`src/common/vipcfg_pkg.sv`:
```
// package for the video input port configuration block
package vipcfg_pkg;
	// register bit positions
	localparam int CLKSRC_HI   = 23;
	localparam int CLKSRC_LO   = 22;
	localparam int START_BIT   = 21;
	localparam int HALVE_BIT   = 20;
	localparam int FOLLOW_BIT  = 19;
	localparam int FMT_HI      = 18;
	localparam int FMT_LO      = 16;
	localparam int RSV_BIT     = 15;
	localparam int FLIP_BIT    = 14;
	localparam int THR_HI_HI   = 13;
	localparam int THR_HI_LO   = 12;
	localparam int SKIP_HI     = 11;
	localparam int SKIP_LO     = 10;
	localparam int THR_LO_HI   = 3;
	localparam int THR_LO_LO   = 1;
	localparam int PRESENT_BIT = 9;
	// clock source codes
	localparam logic [1:0] SRC_GFX  = 2'h0;
	localparam logic [1:0] SRC_EXT  = 2'h1;
	localparam logic [1:0] SRC_DISP = 2'h2;
	// format codes at or above this disable the timing generator
	localparam logic [2:0] FMT_TG_LIMIT   = 3'h4;
	localparam logic [2:0] FMT_VIP        = 3'h0;
	localparam logic [2:0] FMT_MUX601     = 3'h3;
	// reset value of the configuration word
	localparam logic [31:0] CFG_RESET     = 32'h0;
	// time-out for clock presence, in graphics clock periods
	localparam int TIMEOUT_GRAPHICS_CLOCK   = 16;
	localparam int TIMEOUT_CYCLES = TIMEOUT_GRAPHICS_CLOCK;
	localparam int TO_W           = 5;
	// frame skip counter width
	localparam int SKIP_W = 2;

	typedef struct packed {
		logic [1:0] clk_src;
		logic       start_buf;
		logic       halve;
		logic       follow;
		logic [2:0] fmt;
		logic       flip;
		logic [4:0] thresh;
		logic [1:0] skip;
	} vipcfg_cfg_s;

	typedef struct packed {
		logic        valid;
		logic [15:0] data;
	} vipcfg_pix_s;
endpackage

```
`src/logic/vipcfg_top.sv`:
```
// video input port configuration register and port control
//
// Summary of operation
// - clock source bits 23-22, default graphics clock
// - registers answer only while a clock runs
// - drive clock pin only for display-timing source
// - writing 01 selects external clock, restarts timeout
// - about 16 cycles without clock, revert to graphics
// - status bit 9 reports external clock present
// - bit 21 picks first capture buffer
// - bit 20 switches the pixel decimator
// - bit 19 makes displayed buffer follow capture
// - bits 18-16 choose stream decoding format
// - format 0 recovers timing from embedded codes
// - multiplexed format generates or locks timing
// - timing generator on for formats 0-3 only
// - bit 15 reserved, reads zero, mask it
// - threshold is bits 13-12 over bits 3-1
// - bits 11-10 set frame skip over field pairs
// - decimator halves pixels, else pass through
// - code 10 selects display clock, 11 reserved
// - start bit 0 fills buffer 0 first
`timescale 1ns/100ps
module vipcfg_top
	import vipcfg_pkg::*;
#(
	parameter int TIMEOUT    = TIMEOUT_CYCLES,
	parameter int FIFO_LVL_W = 6
) (
	// clock, reset, enable
	input  wire logic                 core_clk_in,
	input  wire logic                 rst_n_in,
	input  wire logic                 ce_in,
	// configuration register port
	input  wire logic                 cfg_wr_in,
	input  wire logic                 cfg_rd_in,
	input  wire logic                 stat_rd_in,
	input  wire logic [31:0]          cfg_wdata_in,
	output logic      [31:0]          cfg_rdata_out,
	output logic                      cfg_ack_out,
	// clock sources
	input  wire logic                 disp_clk_running_in,
	input  wire logic                 disp_timing_gen_in,
	// video port clock pin
	input  wire logic                 video_port_clock_pin_in,
	output logic                      video_port_clock_pin_out,
	output logic                      video_port_clock_pin_oe_out,
	// field and frame events
	input  wire logic                 field_odd_in,
	input  wire logic                 frame_end_in,
	input  wire logic                 buffer_done_in,
	// embedded code and external timing
	input  wire logic                 sav_seen_in,
	input  wire logic                 eav_seen_in,
	input  wire logic                 ext_timing_lock_in,
	// stream
	input  vipcfg_pkg::vipcfg_pix_s   pix_in,
	output vipcfg_pkg::vipcfg_pix_s   pix_out,
	// capture fifo and memory request
	input  wire logic [FIFO_LVL_W-1:0] fifo_level_in,
	output logic                      mem_req_out,
	// capture control
	output logic                      fill_buf_out,
	output logic                      disp_buf_out,
	output logic                      disp_update_out,
	output logic                      timing_gen_en_out,
	output logic                      timing_embedded_out,
	output logic                      timing_ext_lock_out,
	output logic                      line_start_out,
	output logic                      capture_frame_out,
	output logic      [2:0]           fmt_out
);
	vipcfg_cfg_s cfg_q;
	logic [31:0] rdata_q;
	logic        ack_q;
	logic        fill_q;
	logic        disp_q;
	logic        disp_upd_q;
	logic [SKIP_W-1:0] skip_cnt_q;
	logic        cap_q;
	logic        req_q;
	logic        line_q;
	logic [1:0]  disp_sync_q;
	logic        fodd_q;

	wire         present;
	wire         expired;
	wire         wr_ext;
	wire         clk_running;
	wire [31:0]  cfg_word;
	wire [4:0]   thresh_w;
	wire [1:0]   src_w;
	wire         field_pair_end;
	wire         skip_hit;
	wire         tg_enable;

	// a write that picks the external clock restarts qualification
	assign src_w  = cfg_wdata_in[CLKSRC_HI:CLKSRC_LO];
	assign wr_ext = cfg_wr_in & (src_w == SRC_EXT);
	assign thresh_w = {cfg_wdata_in[THR_HI_HI:THR_HI_LO],
	                   cfg_wdata_in[THR_LO_HI:THR_LO_LO]};

	vipcfg_clkdet #(
		.TIMEOUT (TIMEOUT)
	) u_clkdet (
		.core_clk_in (core_clk_in),
		.rst_n_in    (rst_n_in),
		.ce_in       (ce_in),
		.restart_in  (wr_ext),
		.qualify_in  (cfg_q.clk_src == SRC_EXT),
		.video_port_clock_pin_in (video_port_clock_pin_in),
		.present_out (present),
		.expired_out (expired)
	);

	// graphics clock always runs; the other two need their source alive
	assign clk_running = (cfg_q.clk_src == SRC_GFX) |
	                     ((cfg_q.clk_src == SRC_EXT) & present) |
	                     ((cfg_q.clk_src == SRC_DISP) & disp_sync_q[1]);

	// reserved bit 15 reads zero; software masks it anyway
	assign cfg_word = {8'h0,
	                   cfg_q.clk_src,
	                   cfg_q.start_buf,
	                   cfg_q.halve,
	                   cfg_q.follow,
	                   cfg_q.fmt,
	                   1'b0,
	                   cfg_q.flip,
	                   cfg_q.thresh[4:3],
	                   cfg_q.skip,
	                   6'h0,
	                   cfg_q.thresh[2:0],
	                   1'b0};

	always_ff @(posedge core_clk_in) begin
		if (!rst_n_in) begin
			cfg_q       <= CFG_RESET[$bits(vipcfg_cfg_s)-1:0];
			rdata_q     <= 32'h0;
			ack_q       <= 1'b0;
			disp_sync_q <= 2'h0;
		end else if (ce_in) begin
			disp_sync_q <= {disp_sync_q[0], disp_clk_running_in};
			ack_q       <= (cfg_wr_in | cfg_rd_in | stat_rd_in) &
			               clk_running;
			if (cfg_wr_in && clk_running) begin
				cfg_q.clk_src   <= src_w;
				cfg_q.start_buf <= cfg_wdata_in[START_BIT];
				cfg_q.halve     <= cfg_wdata_in[HALVE_BIT];
				cfg_q.follow    <= cfg_wdata_in[FOLLOW_BIT];
				cfg_q.fmt       <= cfg_wdata_in[FMT_HI:FMT_LO];
				cfg_q.flip      <= cfg_wdata_in[FLIP_BIT];
				cfg_q.thresh    <= thresh_w;
				cfg_q.skip      <= cfg_wdata_in[SKIP_HI:SKIP_LO];
			end else if (expired) begin
				cfg_q.clk_src <= SRC_GFX;
			end
			if (cfg_rd_in && clk_running)
				rdata_q <= cfg_word;
			else if (stat_rd_in && clk_running)
				rdata_q <= 32'(present) << PRESENT_BIT;
		end
	end

	// pin drives only when display clock feeds it and the display
	// timing controller generates the port timing
	assign video_port_clock_pin_oe_out = (cfg_q.clk_src == SRC_DISP) &
	                         disp_timing_gen_in;
	assign video_port_clock_pin_out    = video_port_clock_pin_oe_out & disp_sync_q[1];

	// timing generator enable and mode
	assign tg_enable = cfg_q.fmt < FMT_TG_LIMIT;
	assign timing_gen_en_out   = tg_enable;
	assign timing_embedded_out = (cfg_q.fmt == FMT_VIP);
	// multiplexed mode locks to external timing when offered
	assign timing_ext_lock_out = (cfg_q.fmt == FMT_MUX601) &
	                             ext_timing_lock_in;
	assign fmt_out = cfg_q.fmt;

	// a frame period is an odd field then an even one
	assign field_pair_end = frame_end_in & ~field_odd_in;
	assign skip_hit       = (skip_cnt_q == cfg_q.skip);

	always_ff @(posedge core_clk_in) begin
		if (!rst_n_in) begin
			fill_q     <= 1'b0;
			disp_q     <= 1'b0;
			disp_upd_q <= 1'b0;
			skip_cnt_q <= '0;
			cap_q      <= 1'b1;
			req_q      <= 1'b0;
			line_q     <= 1'b0;
			fodd_q     <= 1'b0;
		end else if (ce_in) begin
			fodd_q     <= field_odd_in;
			disp_upd_q <= 1'b0;
			// embedded codes mark lines only in the code-based format
			line_q <= timing_embedded_out & (sav_seen_in | eav_seen_in);
			if (cfg_wr_in && clk_running)
				fill_q <= cfg_wdata_in[START_BIT];
			else if (buffer_done_in) begin
				fill_q <= ~fill_q;
				if (cfg_q.follow) begin
					disp_q     <= fill_q;
					disp_upd_q <= 1'b1;
				end
			end
			if (field_pair_end) begin
				if (skip_hit) begin
					skip_cnt_q <= '0;
					cap_q      <= 1'b1;
				end else begin
					skip_cnt_q <= skip_cnt_q + SKIP_W'(1);
					cap_q      <= 1'b0;
				end
			end
			// threshold counts 64-bit words held
			req_q <= (cfg_q.thresh != 5'h0) &
			         (fifo_level_in >= FIFO_LVL_W'(cfg_q.thresh));
		end
	end

	vipcfg_pixpath u_pix (
		.core_clk_in (core_clk_in),
		.rst_n_in    (rst_n_in),
		.ce_in       (ce_in),
		.halve_in    (cfg_q.halve),
		.flip_in     (cfg_q.flip),
		.enable_in   (cap_q & clk_running),
		.pix_in      (pix_in),
		.pix_out     (pix_out)
	);

	assign cfg_rdata_out     = rdata_q;
	assign cfg_ack_out       = ack_q;
	assign fill_buf_out      = fill_q;
	assign disp_buf_out      = disp_q;
	assign disp_update_out   = disp_upd_q;
	assign mem_req_out       = req_q;
	assign line_start_out    = line_q;
	assign capture_frame_out = cap_q;
endmodule

```
`src/logic/vipcfg_clkdet.sv`:
```
// external video clock presence detector and time-out
`timescale 1ns/100ps
module vipcfg_clkdet
	import vipcfg_pkg::*;
#(
	parameter int TIMEOUT = TIMEOUT_CYCLES
) (
	// clock and reset
	input  wire logic core_clk_in,
	input  wire logic rst_n_in,
	input  wire logic ce_in,
	// control
	input  wire logic restart_in,
	input  wire logic qualify_in,
	input  wire logic video_port_clock_pin_in,
	// status
	output logic      present_out,
	output logic      expired_out
);
	logic [2:0]      sync_q;
	logic [TO_W-1:0] cnt_q;
	logic            present_q;
	logic            expired_q;
	wire             edge_seen;

	// second stage feeds the edge detector, first stage is left alone
	assign edge_seen = sync_q[1] & ~sync_q[2];

	always_ff @(posedge core_clk_in) begin
		if (!rst_n_in) begin
			sync_q    <= 3'h0;
			cnt_q     <= '0;
			present_q <= 1'b0;
			expired_q <= 1'b0;
		end else if (ce_in) begin
			sync_q    <= {sync_q[1:0], video_port_clock_pin_in};
			expired_q <= 1'b0;
			if (restart_in) begin
				cnt_q     <= '0;
				present_q <= 1'b0;
			end else if (qualify_in && edge_seen) begin
				cnt_q     <= '0;
				present_q <= 1'b1;
			end else if (qualify_in) begin
				if (cnt_q == TO_W'(TIMEOUT - 1)) begin
					cnt_q     <= '0;
					present_q <= 1'b0;
					expired_q <= 1'b1;
				end else begin
					cnt_q <= cnt_q + TO_W'(1);
				end
			end else begin
				present_q <= 1'b0;
			end
		end
	end

	assign present_out = present_q;
	assign expired_out = expired_q;
endmodule

```
`src/logic/vipcfg_pixpath.sv`:
```
// pixel path: decimation and byte order
`timescale 1ns/100ps
module vipcfg_pixpath
	import vipcfg_pkg::*;
(
	// clock and reset
	input  wire logic core_clk_in,
	input  wire logic rst_n_in,
	input  wire logic ce_in,
	// control
	input  wire logic halve_in,
	input  wire logic flip_in,
	input  wire logic enable_in,
	// stream
	input  vipcfg_pkg::vipcfg_pix_s pix_in,
	output vipcfg_pkg::vipcfg_pix_s pix_out
);
	logic        phase_q;
	vipcfg_pix_s out_q;
	wire         keep;
	wire  [15:0] swapped;

	assign keep    = ~halve_in | ~phase_q;
	assign swapped = flip_in ? {pix_in.data[7:0], pix_in.data[15:8]}
	                         : pix_in.data;

	always_ff @(posedge core_clk_in) begin
		if (!rst_n_in) begin
			phase_q <= 1'b0;
			out_q   <= '0;
		end else if (ce_in) begin
			if (pix_in.valid && enable_in)
				phase_q <= halve_in ? ~phase_q : 1'b0;
			out_q.valid <= pix_in.valid & enable_in & keep;
			out_q.data  <= swapped;
		end
	end

	assign pix_out = out_q;
endmodule

```
`config.mk`:
```
export PLATFORM = sky130hd
export DESIGN_NAME = vipcfg_top
export DESIGN_NICKNAME = d
export VERILOG_FILES = /design/src/common/vipcfg_pkg.sv /design/src/logic/vipcfg_top.sv /design/src/logic/vipcfg_clkdet.sv /design/src/logic/vipcfg_pixpath.sv
export SDC_FILE = /design/constraint.sdc
export NUM_CORES = 1
export LEC_CHECK = 0
export BUFFER_PORTS_ARGS = -buffer_cell sky130_fd_sc_hd__buf_4
export CORE_UTILIZATION = 50
export CTS_BUF_LIST = sky130_fd_sc_hd__clkbuf_4 sky130_fd_sc_hd__clkbuf_8
export CTS_CLUSTER_DIAMETER = 120
export CTS_CLUSTER_SIZE = 24
export DETAILED_ROUTE_END_ITERATION = 10
export GPL_TIMING_DRIVEN = 0
export MAX_ROUTING_LAYER = met4
export PLACE_DENSITY = 0.83
export REMOVE_ABC_BUFFERS = 1
export SKIP_CTS_REPAIR_TIMING = 1
export SYNTH_ARGS = -nofsm -noshare
export SYNTH_HDL_FRONTEND = slang
export SYNTH_SLANG_ARGS = --single-unit
```
`constraint.sdc`:
```
create_clock -name core_clk_in -period 2 [get_ports core_clk_in]
set_input_delay 0.2 -clock core_clk_in [delete_from_list [all_inputs] [get_ports core_clk_in]]
set_output_delay 0.2 -clock core_clk_in [all_outputs]
set_load 0.03 [all_outputs]
```
# Word-level counts from Yosys, hierarchy flattened
# Index checks and enable logic that the tools add are counted.
[classes] mux=25 eq_ne=7 n_lt_le_gt_ge=2 bitwise=26 n_shift=0 add_sub_neg=2 div=0 n_mul=0 reduce_logical=21
[ops] cell="32-bit 2-to-1 mux" n=2
[ops] cell="5-bit 2-to-1 mux" n=4
[ops] cell="16-bit 2-to-1 mux" n=1
[ops] cell="2-bit AND reduction" n=8
[ops] cell="1-bit 2-to-1 mux" n=15
[ops] cell="1-bit bitwise AND" n=14
[ops] cell="6-bit by 5-bit >= comparator with 1-bit output" n=1
[ops] cell="2-bit 2-to-1 mux" n=3
[ops] cell="1-bit NOT" n=6
[ops] cell="1-bit bitwise OR" n=6
[ops] cell="2-bit nonzero test" n=3
[ops] cell="5-bit by 1-bit adder with 5-bit output (second input constant)" n=1
[ops] cell="5-bit by 4-bit equality test with 1-bit output (second input constant)" n=1
[ops] cell="1-bit logical AND" n=5
[ops] cell="5-bit nonzero test" n=1
[ops] cell="2-bit by 1-bit equality test with 1-bit output (second input constant)" n=2
[ops] cell="4-bit by 3-bit inequality test with 1-bit output (second input constant)" n=1
[ops] cell="4-bit AND reduction" n=1
[ops] cell="3-bit by 2-bit equality test with 1-bit output (second input constant)" n=1
[ops] cell="3-bit zero test" n=1
[ops] cell="3-bit less-than comparator (second input constant)" n=1
[ops] cell="3-bit nonzero test" n=1
[ops] cell="2-bit by 1-bit adder with 2-bit output (second input constant)" n=1
[ops] cell="2-bit equality test" n=1
[ops] cell="other kinds (2)" n=2
[word_totals] mem_count=0 rom_bits=0 out_inout_bits=64 ram_bits=0 input_bits=70 latchBits=0 reg_bits=87

# Logic depth before layout (Yosys ltp)
[depth] depth_word=7 ltp_mapped=6 depth_no_buf=6

# Hierarchy
# Synthesis repeated with hierarchy kept, for this count alone.
[unflattened] hier_cells=376 hier_area_um2=3335.7
[modules_own_cells] mod="vipcfg_top" area_per_inst_um2=2000.7 seq_area_each_um2=880.8 cells_each=237 instances=1
[modules_own_cells] mod="vipcfg_pixpath" area_per_inst_um2=799.5 seq_area_each_um2=360.3 cells_each=83 instances=1
[modules_own_cells] mod="vipcfg_clkdet" area_per_inst_um2=535.5 seq_area_each_um2=200.2 cells_each=56 instances=1

# Worst setup path after synthesis
# No wires, ideal clock.
[synth_timing] path_kind="reg-to-reg" startpoint="register cfg_q[14] (netlist bit)" endpoint="register rdata_q[11] (netlist: cfg_rdata_out[11])" path_buffers=2 period_less_slack_ns=1.486 arrival_time_ns=1.369 setup_slack_ns=0.514 path_stages_with_launch=7 setup_ns=0.117 cell_sequence="dfxtp_1 -> buf_6 -> nand2b_4 -> a2111oi_4 -> nor2_2 -> buf_6 -> a22o_1"
[synth_via] elab_chain_cells=7 word_cells_on_any_way=12
[synth_lines] element="start, declared" line_no="vipcfg_top.sv:73" rtl="vipcfg_cfg_s cfg_q;"
[synth_lines] element="start signal, assigned" line_no="vipcfg_top.sv:138" rtl="cfg_q <= CFG_RESET[$bits(vipcfg_cfg_s)-1:0];"
[synth_lines] element="2-bit by 1-bit equality test with 1-bit output" line_no="vipcfg_top.sv:118" rtl="((cfg_q.clk_src == SRC_EXT) & present) |"
[synth_lines] element="1-bit bitwise AND" line_no="vipcfg_top.sv:118"
[synth_lines] element="1-bit bitwise OR" line_no="vipcfg_top.sv:117" rtl="assign clk_running = (cfg_q.clk_src == SRC_GFX) |"
[synth_lines] element="1-bit bitwise OR *" line_no="vipcfg_top.sv:118"
[synth_lines] element="1-bit logical AND (on tied branches)" line_no="vipcfg_top.sv:158, vipcfg_top.sv:160"
[synth_lines] element="2-bit nonzero test (no line)"
[synth_lines] element="2-bit AND reduction (no line)"
[synth_lines] element="end signal, assigned" line_no="vipcfg_top.sv:159" rtl="rdata_q <= cfg_word;"
[synth_lines] element="end signal, assigned" line_no="vipcfg_top.sv:161" rtl="rdata_q <= 32'(present) << PRESENT_BIT;"
[synth_lines] element="end, declared" line_no="vipcfg_top.sv:74" rtl="logic [31:0] rdata_q;"
# Every way passes the cells marked *; elsewhere a longest branch is shown, timed or not.
# A chain may end at the register's enable or synchronous reset.

# Worst setup path in the final report
[layout_timing] startpoint="register disp_sync_q[1]" endpoint="register rdata_q[20] (netlist: cfg_rdata_out[20])"
[layout_via] elab_chain_cells=5 word_cells_on_any_way=7
[layout_lines] element="start, declared" line_no="vipcfg_top.sv:83" rtl="logic [1:0] disp_sync_q;"
[layout_lines] element="start signal, assigned" line_no="vipcfg_top.sv:143" rtl="disp_sync_q <= {disp_sync_q[0], disp_clk_running_in};"
[layout_lines] element="1-bit bitwise AND *" line_no="vipcfg_top.sv:119" rtl="((cfg_q.clk_src == SRC_DISP) & disp_sync_q[1]);"
[layout_lines] element="1-bit bitwise OR *" line_no="vipcfg_top.sv:118"
[layout_lines] element="1-bit logical AND (on tied branches)" line_no="vipcfg_top.sv:158, vipcfg_top.sv:160"
[layout_lines] element="2-bit nonzero test (no line)"
[layout_lines] element="2-bit AND reduction (no line)"
# Marked as above.

==> flow_metrics.tcl <==
set metrics [dict create \
    dieHeight_um 82.77 \
    mostFrequentLayoutCell "buf_4" \
    final_layout_size_suffix_gt1_share_pct 27.74 \
    hp-class "input pin to register" \
    clockBufferDepth 2 \
    path_max_fanout 14 \
    cap_violations 0 \
    cp-start-kind "register" \
    grt_use_met2_pct 37.05 \
    port-buffer-count 102 \
    critPathRequiredTime_ps 2270 \
    finalSetupViolCount 0 \
    viasPerCell 5.494 \
    setup_ws_ps 135.8 \
    synth_area_um2 3262 \
    dpl_worst_slack_ps -346.8 \
    synthArstFlopShare_pct 0 \
    hold-path-cell-count 3 \
    numCtsBuffers 9 \
    outcome "completed" \
    r2r_slack_ps 140 \
    leakagePower_uw 0.001743 \
    period_minus_slack_ps 1864 \
    synth-xor-area-share_pct 0.5370 \
    synthMuxAreaShare_pct 7.365 \
    cts_tree "built" \
    yosysWarningCount 0 \
    clk_pin_slew_ps 70 \
    netSwitchingFraction_pct 27.49 \
    antenna_left 0 \
    clockPowerShare_pct 31.8 \
    wirelength_um 7592 \
    period_share_pct 93.21 \
    final_nets 521 \
    fillers 547 \
    route.detailed.wl_per_inst_um 14.49 \
    core_area_um2 6314 \
    ys_seq_area_share_pct 44.19 \
    initial_utilization_pct 51.66 \
    antenna_found_initial 0 \
    grt_max_degree 54 \
    ioPinCount 134 \
    synth_compound_area_share_pct 19.37 \
    drv_slew 0 \
    internal-power_uw 2222 \
    synth_flop_cell "dfxtp_1" \
    synth_edf_count 0 \
    use_met3_pct 4.809 \
    ir_drop_mv 0.4381 \
    endpoint_kind "register" \
    reg2reg_depth 4 \
    min_from "video_port_clock_pin_in" \
    first_iter_violations 106 \
    most-common-layout-cells "buf_4, dfxtp_1, nand2_1, nor2_1, mux2i_1" \
    rr_startpoint "disp_sync_q[1]" \
    die_w_um 82.77 \
    syn_inst 358 \
    p_per_area_nw_per_um2 742.5 \
    clock-sinks 72 \
    avgSynthCellArea_um2 9.111 \
    power.share.combinational_pct 17.6 \
    grt_pass1_wl_um 10980 \
    diodes 0 \
    grtUsageMet1_pct 24.17 \
    overflow 0 \
    rsz0062_at_grt "false" \
    worstPathArrival_ps 2130 \
    min_delay_worst_endpoint "u_clkdet.sync_q[0]" \
    synth.distinct_cells 56 \
    grt_pass1_vias 2555 \
    synth_top_family_by_area "compound AO/OA/AOI/OAI gates" \
    yosys.area_share.simple_pct 17.15 \
    r2r-end "cfg_rdata_out[20]" \
    holdWs_ps 110.2 \
    rows 29 \
    gp_congestion 0.8048 \
    p_sw_uw 842.4 \
    finalHoldViolCount 0 \
    fmax_mhz 536.4 \
    hpwl_um 5184 \
    grt.total_usage_pct 22.02 \
    synth-seq-cells 72 \
    seq_power_share_pct 50.6 \
    tightestPinTransition_ps 1162 \
    fin_skew_ps 6.671 \
    area_growth_pct 26.51 \
    vias 2879 \
    grt.busiest_layer "met2" \
    relSlewSlack_pct 22.43 \
    clk_latency_ps 330 \
    root_buffer "clkbuf_8" \
    die_area_um2 6851 \
    htree_num_levels 3 \
    critical_path_class "register to register" \
    synthAdderAreaFrac_pct 2.301 \
    dr.pass1.iters 4 \
    drcViolationCount 0 \
]
power by group through the flow:
stage | sequential (µW) | combinational [µW] | clock [µW]
2_1_floorplan | 1650 | 217 | 0
3_3_place_gp | 1580 | 514 | 0
3_5_place_dp | 1580 | 528 | 0
4_1_cts | 1550 | 530 | 1000
5_1_grt | 1560 | 586 | 1070
6_report | 1550 | 538 | 975
layout make-up:
cell class	count	area, µm²	area share, %
clock buffers	12	158.9	3.851
repair buffers	102	765.7	18.56
multi-input cells	248	1614	39.11
well taps	77	96.34	2.335
clock inverters	1	5.005	0.1213
flip-flops and latches	72	1441	34.93
inverters	12	45.04	1.092
worst max-delay path: stages, from the launching register on:
cell,delay (ps)
dfxtp_1,460
and2b_1,300
o211ai_1,150
nor2_2,630
a22o_1,250
worst max path at each step:
stage | startpoint | endpoint | slack [ps] | cells after the start
floorplan | cfg_q[14] | fill_buf_out | 170 | 4
finish | disp_sync_q[1] | cfg_rdata_out[20] | 140 | 4
detailed placement | rst_n_in | cfg_rdata_out[17] | -350 | 4
global route | disp_sync_q[1] | cfg_rdata_out[12] | 40 | 4
global placement | rst_n_in | cfg_rdata_out[11] | -320 | 4
CTS | cfg_q[14] | fill_buf_out | -290 | 4
sequential cells by signal, indices dropped and copies added, names as in the netlist, 2 cells and up:
signal and cells:
cfg_rdata_out 17, u_pix.pix_out 17, cfg_q 13, u_clkdet.cnt_q 5, fmt_out 3, u_clkdet.sync_q 3
disp_sync_q 2, skip_cnt_q 2
cell families (layout without fill, tap and decap cells):
group | after synthesis | in the layout
XOR/XNOR | 2 | 2
other | 1 | 15
multiplexers | 24 | 24
adder cells (fa/ha/maj) | 6 | 6
AO/OA/AOI/OAI | 87 | 88
AND/OR/NAND/NOR | 113 | 113
buffers and inverters | 53 | 127
flip-flops | 72 | 72
synth_stat cells (2+ instances only):
library cell  number  area share, %
dfxtp_1           72             44
nand2_1           34            3.9
nor2_1            27            3.1
mux2i_1           24            7.4
nand3_1           21            3.2
o21ai_0           21            3.2
buf_4             19            4.4
a211oi_1          17            3.9
a22o_1            14            3.8
a21oi_1           12            1.8
inv_1             11            1.3
clkbuf_1          10            1.2
buf_2              6           0.92
ha_1               6            2.3
buf_1              4           0.46
nand3b_1           4           0.92
nand4_1            4           0.77
nor2b_1            4           0.77
nor3_1             4           0.61
o211ai_1           3           0.69
a21o_1             2           0.46
a32o_1             2           0.61
and3_1             2           0.38
buf_6              2           0.69
xnor2_1            2           0.54
per-layer routing:
metal  vias to the layer above  part of all wire (%)
li1                       1430                     -
met2                        87                    50
met3                        14                   5.4
met5                         -                     0
met4                         0                   1.9
met1                      1348                    42
per-stage QoR:
| step | setup TNS (ps) | cells | total power [µW] | cell area [µm²] | util [%] |
|---|---|---|---|---|---|
| 4_1_cts | -3868 | 523 | 3083 | 4093 | 64.82 |
| 6_report | 0 | 524 | 3064 | 4126 | 65.36 |
| 5_1_grt | 0 | 524 | 3216 | 4126 | 65.36 |
| 3_5_place_dp | -7467 | 510 | 2111 | 3929 | 62.23 |
| 3_3_place_gp | -5839 | 510 | 2093 | 3929 | 62.23 |
| 2_1_floorplan | 0 | 331 | 1869 | 3067 | - |
No activity file was read; power rests on OpenSTA's default activity.
